`src/logic/caf_map.svh`:
```
// Address map, field positions, reset values and compare masks of the acceptance filter.
`ifndef CAF_MAP_SVH
`define CAF_MAP_SVH
`define CAF_NUM_CENTERS 15
`define CAF_LAST_CENTER 4'hf
`define CAF_ADDR_CAN_CTRL 8'h00
`define CAF_ADDR_EXT_IRQ_EN 8'h01
`define CAF_ADDR_GLOBAL_EN 8'h02
`define CAF_ADDR_STD_MASK0 8'h04
`define CAF_ADDR_EXT_MASK0 8'h08
`define CAF_ADDR_C15_MASK0 8'h0c
`define CAF_ADDR_MEDIA_ARB0 8'h10
`define CAF_ADDR_MEDIA_MASK0 8'h12
`define CAF_OFS_CTRL 3'h0
`define CAF_OFS_FMT 3'h1
`define CAF_OFS_ARB0 3'h2
`define CAF_OFS_ARB3 3'h5
`define CAF_CTRL_READY 0
`define CAF_CTRL_TXIE 1
`define CAF_CTRL_RXIE 2
`define CAF_CTRL_IRQF 3
`define CAF_CTRL_DU 4
`define CAF_CTRL_ROW 5
`define CAF_CTRL_TXREQ 6
`define CAF_FMT_MEDIA 0
`define CAF_FMT_MASK 1
`define CAF_FMT_EXT 2
`define CAF_FMT_DIR 3
`define CAF_FMT_DLC_LO 4
`define CAF_DLC_MAX 4'h8
`define CAF_ARB3_OVW 0
`define CAF_CC_ERR_IE 0
`define CAF_CC_STAT_IE 1
`define CAF_CC_ERR_FLAG 2
`define CAF_CC_STAT_FLAG 3
`define CAF_EXT_CAN_IE 6
`define CAF_IE_GLOBAL 7
`define CAF_RST_BYTE 8'h00
`define CAF_STD_CARE 32'hffe0_0000
`define CAF_EXT_CARE 32'hffff_fff8
`endif

```
`src/logic/caf_pkg.sv`:
```
// Types shared by the acceptance filter modules.
package caf_pkg;
  typedef logic [7:0] caf_byte_t;
  typedef struct packed {
    logic [15:1][7:0] ctrl;
    logic [15:1][7:0] fmt;
    logic [15:1][31:0] arb;
    logic [7:0] can_ctrl;
    logic [7:0] ext_irq_en;
    logic [7:0] global_en;
    logic [15:0] std_mask;
    logic [31:0] ext_mask;
    logic [31:0] c15_mask;
    logic [15:0] media_arb;
    logic [15:0] media_mask;
    logic buf15_full;
    logic [7:0] rdata;
    logic irq;
    logic load_pulse;
    logic [3:0] load_center;
    logic load_slot;
    logic promote;
    logic reload_valid;
    logic [3:0] reload_center;
  } caf_state_t;
endpackage : caf_pkg

```
`src/logic/caf_frame_if.sv`:
```
// Incoming frame fields shared by all center match units.
`timescale 1ns/1ps
interface caf_frame_if;
  logic [28:0] id;
  logic ext;
  logic [7:0] byte1;
  logic [7:0] byte2;
  modport src (output id, output ext, output byte1, output byte2);
  modport mon (input id, input ext, input byte1, input byte2);
endinterface : caf_frame_if

```
`src/logic/caf_filter_irq.sv`:
```
// Receive acceptance filter and interrupt aggregation for fifteen message centers.
//
// The placing of the registers and the strobed register port were chosen for this implementation.
`timescale 1ns/1ps
`include "caf_map.svh"
module caf_filter_irq (
  input wire logic clk,
  input wire logic arst_n,
  input wire logic [7:0] reg_addr,
  input wire logic [7:0] reg_wdata,
  input wire logic reg_wr,
  input wire logic reg_rd,
  output logic [7:0] reg_rdata,
  input wire logic rx_valid,
  input wire logic rx_ok,
  input wire logic rx_ext,
  input wire logic [28:0] rx_id,
  input wire logic [7:0] rx_byte1,
  input wire logic [7:0] rx_byte2,
  input wire logic tx_done,
  input wire logic [3:0] tx_center,
  input wire logic tx_retry,
  input wire logic err_event,
  input wire logic stat_event,
  output logic can_irq,
  output logic load_pulse,
  output logic [3:0] load_center,
  output logic load_slot,
  output logic promote15,
  output logic reload_valid,
  output logic [3:0] reload_center
);
  caf_pkg::caf_state_t st_q;
  caf_pkg::caf_state_t st_d;
  caf_frame_if frm ();
  logic [15:0] hits;
  logic [15:0] txc_vec;
  logic [15:0] flag_vec;
  logic [3:0] tgt;
  logic hit_any;
  logic [3:0] txc_idx;
  logic txc_any;
  logic acc;
  logic tgt_du;
  logic tgt_ovw;
  logic [3:0] ci;
  logic [2:0] ck;
  logic c15_written;
  logic [3:0] dlc_in;
  logic [7:0] rd_val;

  assign frm.id = rx_id;
  assign frm.ext = rx_ext;
  assign frm.byte1 = rx_byte1;
  assign frm.byte2 = rx_byte2;
  assign hits[0] = 1'b0;
  assign ci = reg_addr[6:3];
  assign ck = reg_addr[2:0];

  // One match unit per center; the loop over centers 1 to 15 gives fifteen in all.
  for (genvar i = 1; i <= `CAF_NUM_CENTERS; i++)
  begin : g_center
    caf_center_match #(.IS_C15(i == `CAF_NUM_CENTERS)) u_match (
      .frm(frm),
      .fmt(st_q.fmt[i]),
      .ready(st_q.ctrl[i][`CAF_CTRL_READY]),
      .arb(st_q.arb[i]),
      .std_mask(st_q.std_mask),
      .ext_mask(st_q.ext_mask),
      .own_mask(st_q.c15_mask),
      .media_arb(st_q.media_arb),
      .media_mask(st_q.media_mask),
      .hit(hits[i])
    );
  end

  always_comb
  begin
    txc_vec = 16'h0000;
    flag_vec = 16'h0000;
    for (int i = 1; i <= `CAF_NUM_CENTERS; i++)
    begin
      txc_vec[i] = st_q.ctrl[i][`CAF_CTRL_READY] && st_q.fmt[i][`CAF_FMT_DIR] &&
        st_q.ctrl[i][`CAF_CTRL_TXREQ];
      flag_vec[i] = st_q.ctrl[i][`CAF_CTRL_IRQF];
    end
  end

  // Lowest set bit wins, so center 1 has the highest priority.
  caf_first_set #(.W(16)) u_rx_first (
    .vec(hits),
    .idx(tgt),
    .any(hit_any)
  );

  caf_first_set #(.W(16)) u_tx_first (
    .vec(txc_vec),
    .idx(txc_idx),
    .any(txc_any)
  );

  // A frame with bit errors never reaches the acceptance logic.
  assign acc = rx_valid && rx_ok && hit_any;
  assign tgt_du = st_q.ctrl[tgt][`CAF_CTRL_DU];
  assign tgt_ovw = st_q.arb[tgt][`CAF_ARB3_OVW];
  assign dlc_in = (reg_wdata[7:4] > `CAF_DLC_MAX) ? `CAF_DLC_MAX : reg_wdata[7:4];

  always_comb
  begin
    rd_val = `CAF_RST_BYTE;
    if (reg_addr[7])
    begin
      if (ci != 4'h0)
      begin
        case (ck)
          `CAF_OFS_CTRL: rd_val = st_q.ctrl[ci];
          `CAF_OFS_FMT: rd_val = st_q.fmt[ci];
          3'h2, 3'h3, 3'h4, 3'h5: rd_val = st_q.arb[ci][8*(5-int'(ck)) +: 8];
          default: rd_val = `CAF_RST_BYTE;
        endcase
      end
    end
    else
    begin
      case (reg_addr)
        `CAF_ADDR_CAN_CTRL: rd_val = st_q.can_ctrl;
        `CAF_ADDR_EXT_IRQ_EN: rd_val = st_q.ext_irq_en;
        `CAF_ADDR_GLOBAL_EN: rd_val = st_q.global_en;
        8'h04, 8'h05: rd_val = st_q.std_mask[8*(1-int'(reg_addr[0])) +: 8];
        8'h08, 8'h09, 8'h0a, 8'h0b: rd_val = st_q.ext_mask[8*(3-int'(reg_addr[1:0])) +: 8];
        8'h0c, 8'h0d, 8'h0e, 8'h0f: rd_val = st_q.c15_mask[8*(3-int'(reg_addr[1:0])) +: 8];
        8'h10, 8'h11: rd_val = st_q.media_arb[8*(1-int'(reg_addr[0])) +: 8];
        8'h12, 8'h13: rd_val = st_q.media_mask[8*(1-int'(reg_addr[0])) +: 8];
        default: rd_val = `CAF_RST_BYTE;
      endcase
    end
  end

  always_comb
  begin
    st_d = st_q;
    c15_written = 1'b0;
    st_d.load_pulse = 1'b0;
    st_d.load_slot = 1'b0;
    st_d.promote = 1'b0;
    st_d.reload_valid = 1'b0;
    st_d.rdata = reg_rd ? rd_val : `CAF_RST_BYTE;
    // Software writes come first so that any hardware set below wins over a clear.
    if (reg_wr)
    begin
      if (reg_addr[7])
      begin
        if (ci != 4'h0)
        begin
          case (ck)
            `CAF_OFS_CTRL:
            begin
              st_d.ctrl[ci] = reg_wdata;
              c15_written = (ci == `CAF_LAST_CENTER);
            end
            `CAF_OFS_FMT:
            begin
              st_d.fmt[ci] = {dlc_in, reg_wdata[3:0]};
              if (ci == `CAF_LAST_CENTER)
              begin
                st_d.fmt[ci][`CAF_FMT_DIR] = 1'b0;
              end
            end
            3'h2, 3'h3, 3'h4, 3'h5: st_d.arb[ci][8*(5-int'(ck)) +: 8] = reg_wdata;
            default: st_d.ctrl[ci] = st_q.ctrl[ci];
          endcase
        end
      end
      else
      begin
        case (reg_addr)
          `CAF_ADDR_CAN_CTRL: st_d.can_ctrl = reg_wdata;
          `CAF_ADDR_EXT_IRQ_EN: st_d.ext_irq_en = reg_wdata;
          `CAF_ADDR_GLOBAL_EN: st_d.global_en = reg_wdata;
          8'h04, 8'h05: st_d.std_mask[8*(1-int'(reg_addr[0])) +: 8] = reg_wdata;
          8'h08, 8'h09, 8'h0a, 8'h0b:
            st_d.ext_mask[8*(3-int'(reg_addr[1:0])) +: 8] = reg_wdata;
          8'h0c, 8'h0d, 8'h0e, 8'h0f:
            st_d.c15_mask[8*(3-int'(reg_addr[1:0])) +: 8] = reg_wdata;
          8'h10, 8'h11: st_d.media_arb[8*(1-int'(reg_addr[0])) +: 8] = reg_wdata;
          8'h12, 8'h13: st_d.media_mask[8*(1-int'(reg_addr[0])) +: 8] = reg_wdata;
          default: st_d.can_ctrl = st_q.can_ctrl;
        endcase
      end
    end
    // The buffered frame moves up once software has cleared both flags.
    if (c15_written && st_q.buf15_full && !st_d.ctrl[15][`CAF_CTRL_DU] &&
        !st_d.ctrl[15][`CAF_CTRL_IRQF])
    begin
      st_d.buf15_full = 1'b0;
      st_d.promote = 1'b1;
      st_d.ctrl[15][`CAF_CTRL_DU] = 1'b1;
      if (st_q.ctrl[15][`CAF_CTRL_RXIE])
      begin
        st_d.ctrl[15][`CAF_CTRL_IRQF] = 1'b1;
      end
    end
    // A finished transmission ends the request; center 15 never transmits.
    if (tx_done && tx_center != 4'h0 && tx_center != `CAF_LAST_CENTER)
    begin
      st_d.ctrl[tx_center][`CAF_CTRL_TXREQ] = 1'b0;
      if (st_q.ctrl[tx_center][`CAF_CTRL_TXIE])
      begin
        st_d.ctrl[tx_center][`CAF_CTRL_IRQF] = 1'b1;
      end
    end
    if (acc)
    begin
      st_d.load_center = tgt;
      if (!tgt_du || (tgt != `CAF_LAST_CENTER && tgt_ovw))
      begin
        // Unread data is replaced only with overwrite enabled.
        st_d.load_pulse = 1'b1;
        st_d.ctrl[tgt][`CAF_CTRL_DU] = 1'b1;
        if (tgt_du)
        begin
          st_d.ctrl[tgt][`CAF_CTRL_ROW] = 1'b1;
        end
        if (st_q.ctrl[tgt][`CAF_CTRL_RXIE])
        begin
          st_d.ctrl[tgt][`CAF_CTRL_IRQF] = 1'b1;
        end
      end
      else if (tgt == `CAF_LAST_CENTER && (!st_d.buf15_full || tgt_ovw))
      begin
        // A third frame may only replace the buffered one, never the visible one.
        st_d.load_pulse = 1'b1;
        st_d.load_slot = 1'b1;
        st_d.buf15_full = 1'b1;
      end
    end
    if (err_event)
    begin
      st_d.can_ctrl[`CAF_CC_ERR_FLAG] = 1'b1;
    end
    if (stat_event)
    begin
      st_d.can_ctrl[`CAF_CC_STAT_FLAG] = 1'b1;
    end
    // Lowest-numbered pending transmit center avoids priority inversion.
    if (tx_retry && txc_any)
    begin
      st_d.reload_valid = 1'b1;
      st_d.reload_center = txc_idx;
    end
    st_d.irq = ((|flag_vec) ||
      (st_q.can_ctrl[`CAF_CC_ERR_FLAG] && st_q.can_ctrl[`CAF_CC_ERR_IE]) ||
      (st_q.can_ctrl[`CAF_CC_STAT_FLAG] && st_q.can_ctrl[`CAF_CC_STAT_IE])) &&
      st_q.global_en[`CAF_IE_GLOBAL] && st_q.ext_irq_en[`CAF_EXT_CAN_IE];
  end

  always_ff @(posedge clk or negedge arst_n)
  begin
    if (!arst_n)
    begin
      st_q <= '0;
    end
    else
    begin
      st_q <= st_d;
    end
  end

  assign reg_rdata = st_q.rdata;
  assign can_irq = st_q.irq;
  assign load_pulse = st_q.load_pulse;
  assign load_center = st_q.load_center;
  assign load_slot = st_q.load_slot;
  assign promote15 = st_q.promote;
  assign reload_valid = st_q.reload_valid;
  assign reload_center = st_q.reload_center;
endmodule : caf_filter_irq

```
`src/logic/caf_first_set.sv`:
```
// Lowest-numbered set bit finder.
`timescale 1ns/1ps
module caf_first_set #(
  parameter int W = 16
) (
  input wire logic [W-1:0] vec,
  output logic [3:0] idx,
  output logic any
);
  always_comb
  begin
    idx = 4'h0;
    for (int i = W - 1; i >= 0; i--)
    begin
      if (vec[i])
      begin
        idx = 4'(i);
      end
    end
  end
  assign any = |vec;
endmodule : caf_first_set

```
`src/logic/caf_center_match.sv`:
```
// Identifier and media byte acceptance test of one message center.
`timescale 1ns/1ps
`include "caf_map.svh"
module caf_center_match #(
  parameter bit IS_C15 = 1'b0
) (
  caf_frame_if.mon frm,
  input wire logic [7:0] fmt,
  input wire logic ready,
  input wire logic [31:0] arb,
  input wire logic [15:0] std_mask,
  input wire logic [31:0] ext_mask,
  input wire logic [31:0] own_mask,
  input wire logic [15:0] media_arb,
  input wire logic [15:0] media_mask,
  output logic hit
);
  logic ext;
  logic [31:0] gmask;
  logic [31:0] emask;
  logic [31:0] care;
  logic [31:0] fword;
  logic id_ok;
  logic med_ok;
  assign ext = fmt[`CAF_FMT_EXT];
  assign gmask = ext ? ext_mask : {std_mask, 16'h0000};
  // Center 15 narrows the global mask with its own.
  assign emask = !fmt[`CAF_FMT_MASK] ? 32'hffff_ffff : (IS_C15 ? (own_mask & gmask) : gmask);
  assign care = ext ? `CAF_EXT_CARE : `CAF_STD_CARE;
  assign fword = ext ? {frm.id, 3'h0} : {frm.id[10:0], 21'h0};
  assign id_ok = (frm.ext == ext) && (((fword ^ arb) & emask & care) == 32'h0000_0000);
  assign med_ok = !fmt[`CAF_FMT_MEDIA] ||
    ((({frm.byte1, frm.byte2} ^ media_arb) & media_mask) == 16'h0000);
  // Transmit centers never take part in reception.
  assign hit = ready && !fmt[`CAF_FMT_DIR] && id_ok && med_ok;
endmodule : caf_center_match

```
`config.mk`:
```
export PLATFORM = sky130hd
export DESIGN_NAME = caf_filter_irq
export DESIGN_NICKNAME = d
export VERILOG_FILES = /design/src/logic/caf_pkg.sv /design/src/logic/caf_frame_if.sv /design/src/logic/caf_filter_irq.sv /design/src/logic/caf_first_set.sv /design/src/logic/caf_center_match.sv
export VERILOG_INCLUDE_DIRS = /design/src /design/src/logic
export SDC_FILE = /design/constraint.sdc
export NUM_CORES = 2
export LEC_CHECK = 0
export BUFFER_PORTS_ARGS = -buffer_cell sky130_fd_sc_hd__buf_4
export CAP_MARGIN = 25
export CORE_MARGIN = 1
export CORE_UTILIZATION = 27
export DETAILED_ROUTE_END_ITERATION = 6
export GPL_ROUTABILITY_DRIVEN = 1
export SYNTH_ARGS = -nofsm -noshare
export SYNTH_HDL_FRONTEND = slang
export SYNTH_HIERARCHICAL = 1
export SYNTH_SLANG_ARGS = --single-unit
```
`constraint.sdc`:
```
create_clock -name clk -period 5.65 [get_ports clk]
set_clock_uncertainty 0.15 [all_clocks]
set_input_delay 0.2825 -clock clk [delete_from_list [all_inputs] [get_ports clk]]
set_output_delay 0.2825 -clock clk [all_outputs]
set_load 0.01 [all_outputs]
```
==> results.cfg <==
[run_status]
status = complete, but fails checks
failed_checks = DRC, hold timing

[die]
io_pins = 97
rows = 167
core-area_um2 = 207700
die_w_um = 459.7
start_util_pct = 27.23
dieArea_um2 = 211300
dieHeight_um = 459.7

[sta]
min_period_ps = 5571
fin_crit_sh_pct = 98.61
setup_viol = 0
worst_pin_slew_ps = 1149
clock.fmax_ghz = 0.1795
hold_viol = 10
worst_slack_ps = 78.75
slew_violations = 0
hold_ws_ps = -23.20
relSlewSlack_pct = 22.62

[place]
portBuffers = 96
dpl.hpwl_um = 201000
gp_congestion = 1.030
detailedPlace.worstSlack_ps = -64.53
dpl.cell_count = 8547

[cells_and_area]
drive_above_1_share_pct = 23.75
areaGrowthSynthToFinish_pct = 17.68
multi_input_area_um2 = 32950
nets = 5986
mostFrequentLayoutCells = dfrtp_1, nand2_1, o21ai_0
fillers = 21380
fin_cells = 8777
register_area_um2 = 21990
final_common_cell = dfrtp_1

[grt]
top_usage_layer = met2
grt_pass1_wl_um = 390300
grt_max_degree = 131
grt_overflow_total = 0
grt_pass1_vias = 49370
met1_usage_pct = 32.88
use_met3_pct = 8.823
use_met2_pct = 37.43
antenna_found_initial = 19
grt_use_total_pct = 25.90

[yosys]
synth.area.top_cells = dfrtp_1, mux2_2, mux4_2
synth-edff-count = 0
ys_warn_count = 6
syn_area_um2 = 56560
synth_area_per_cell_um2 = 10.11
ys_async_sr_fraction_pct = 100.0
syn_inst = 5593
synthFlopType = dfrtp_1
yosysTopAreaCellShare_pct = 38.85
seq_area_frac_synth_pct = 38.85
ys_ff_latch = 878
ys_types = 87
yosys.area.top_type = dfrtp_1

[setup_path]
path_cells = inv_1, buf_4, o22ai_1, a21oi_1, nor4_2, buf_4, nand4_1, buf_4, a2111oi_2, buf_4, nor2_1, o31ai_1, nand2_1, a31oi_4, buf_12, mux4_2, mux4_2, nor2b_1, and3b_1, a211o_1
cpPeakStageDelay_ps = 520
crit_slowest_cell = mux4_2
crit_path_end_kind = register
crit_arrival_ps = 6070
start_kind = register
cp_common_cell = buf_4
required_ps = 6150
critical_path_class = register to register
critPathMaxFanout = 14

[routing]
routed_via_density = 5.913
drtIter0Drc = 7547
wl_per_cell_um = 31.99
postRouteAntennaNets = 0
first_pass_iters = 7
route.detailed.drc = 2
wirelength_um = 280800
vias = 51900

[clock_tree]
clk_pin_slew_worst_paths_ps = 70
numClockSinks = 878
clk_latency_ps = 780
cts_max_path_buffers = 3
cts-root-buf = clkbuf_16
h-tree-depth = 3
cts_made_buffers = 100
cts_tree = done

[power]
ir_drop_v = 0.0002574
power_density_nw_per_um2 = 244.6
leakagePower_nw = 27.83

[worst_hold_path]
hold_class = input pin to asynchronous set/reset pin

[run]
drv_cap = 0
timing repair:
item                                   in CTS  in global routing
pin swaps                                   0                  1
hold buffers                               24                  0
setup endpoints to repair                  13                 40
gates resized for setup                     4                 26
endpoints found under the hold margin     136                  0
buffers inserted                            6                  3
cells in the mapped netlist (12+ instances only):
library cell  instances
or4_1                21
xor2_1              441
a32oi_1              33
clkbuf_1            176
nor2b_1              12
o21ai_1              17
a222oi_1             26
nor3_1               25
a211oi_1             17
nor2_2               12
o21ai_0             582
and4_1               17
buf_2                95
a221oi_1             32
mux2_2              434
mux2i_1             282
a22o_1               14
a31oi_1              26
nor4_1               43
nor4b_1              29
and3_1               27
o22ai_1             176
nor3_2               19
and2_1               15
buf_6                21
a22oi_1             181
a2111oi_2            16
nand4_1              65
mux4_2              178
inv_1                34
buf_4                37
dfrtp_1             878
o31ai_1              16
nand2b_1             19
nor2_1              155
a21oi_1             360
nand3_1              76
nand2_1             684
a32o_1               12
xnor2_1             124
worst max-delay path, delay by kind of cell (launching register included):
family,cells,cell delay [ps]
buffers and inverters,6,1240
DFF,1,490
AOI/OAI and AO/OA,6,1350
muxes,2,1030
and+or+nand+nor,6,1120
where the power goes:
group | internal, mW | total, mW | leakage (nW) | switching (mW)
sequential | 6.45 | 6.72 | 12.1 | 0.270
clock | 4.12 | 7.14 | 1.72 | 3.02
combinational | 0.847 | 2.42 | 14.0 | 1.57
total | 11.4 | 16.3 | 27.8 | 4.86
path summary, 6_finish.rpt:
kind | start | end | slack, ps | cells after the start
setup / recovery | register | flag_vec[11] | 80 | 20
hold / removal | arst_n | asynchronous set/reset pin | -20 | 2
setup reg to reg | register | flag_vec[11] | 80 | 20
hold reg to reg | register | register | 330 | 2
max in group asynchronous | arst_n | asynchronous set/reset pin | 3940 | 3
min in group clk | reg_wdata[7] | register | 100 | 3
area by class of cell:
cell class              instances  area share, %
clock inverters                46         0.9211
inverters                      38         0.2312
multi-input cells            4339          49.50
well taps                    2788          5.241
flip-flops and latches        878          33.03
repair buffers                541          6.666
clock buffers                 141          4.384
diodes                          6        0.02256
kinds of logic after synthesis:
| family | share of synthesized area, % |
|---|---|
| compound gates | 17.14 |
| xor+xnor | 8.749 |
| fa+ha+maj | 0.2787 |
| buf+inv | 3.331 |
| flops | 38.85 |
| mux | 20.78 |
| other cells | 0.006630 |
| simple gates | 10.87 |
metrics by stage:
| step | setup TNS (ps) | area [um2] | hold slack, ps | power (mW) | util (%) |
|---|---|---|---|---|---|
| 2_1_floorplan | 0 | 56580 | -163.1 | 7.954 | - |
| 3_3_place_gp | -528.1 | 62490 | 210.7 | 9.110 | 30.09 |
| 3_5_place_dp | -164.7 | 62490 | 213.8 | 9.137 | 30.09 |
| 4_1_cts | 0 | 66350 | 7.966 | 16.26 | 31.95 |
| 5_1_grt | -61.10 | 66550 | 46.76 | 16.70 | 32.04 |
| 6_report | 0 | 66560 | -23.20 | 16.28 | 32.05 |
per-layer routing:
metal / routed length, um / vias to the layer above
li1: - / 21560
met1: 109500 / 26050
met2: 116700 / 3399
met3: 32800 / 877
met4: 21600 / 16
met5: 207 / -
Note: power is estimated with default switching activity, not from simulation.
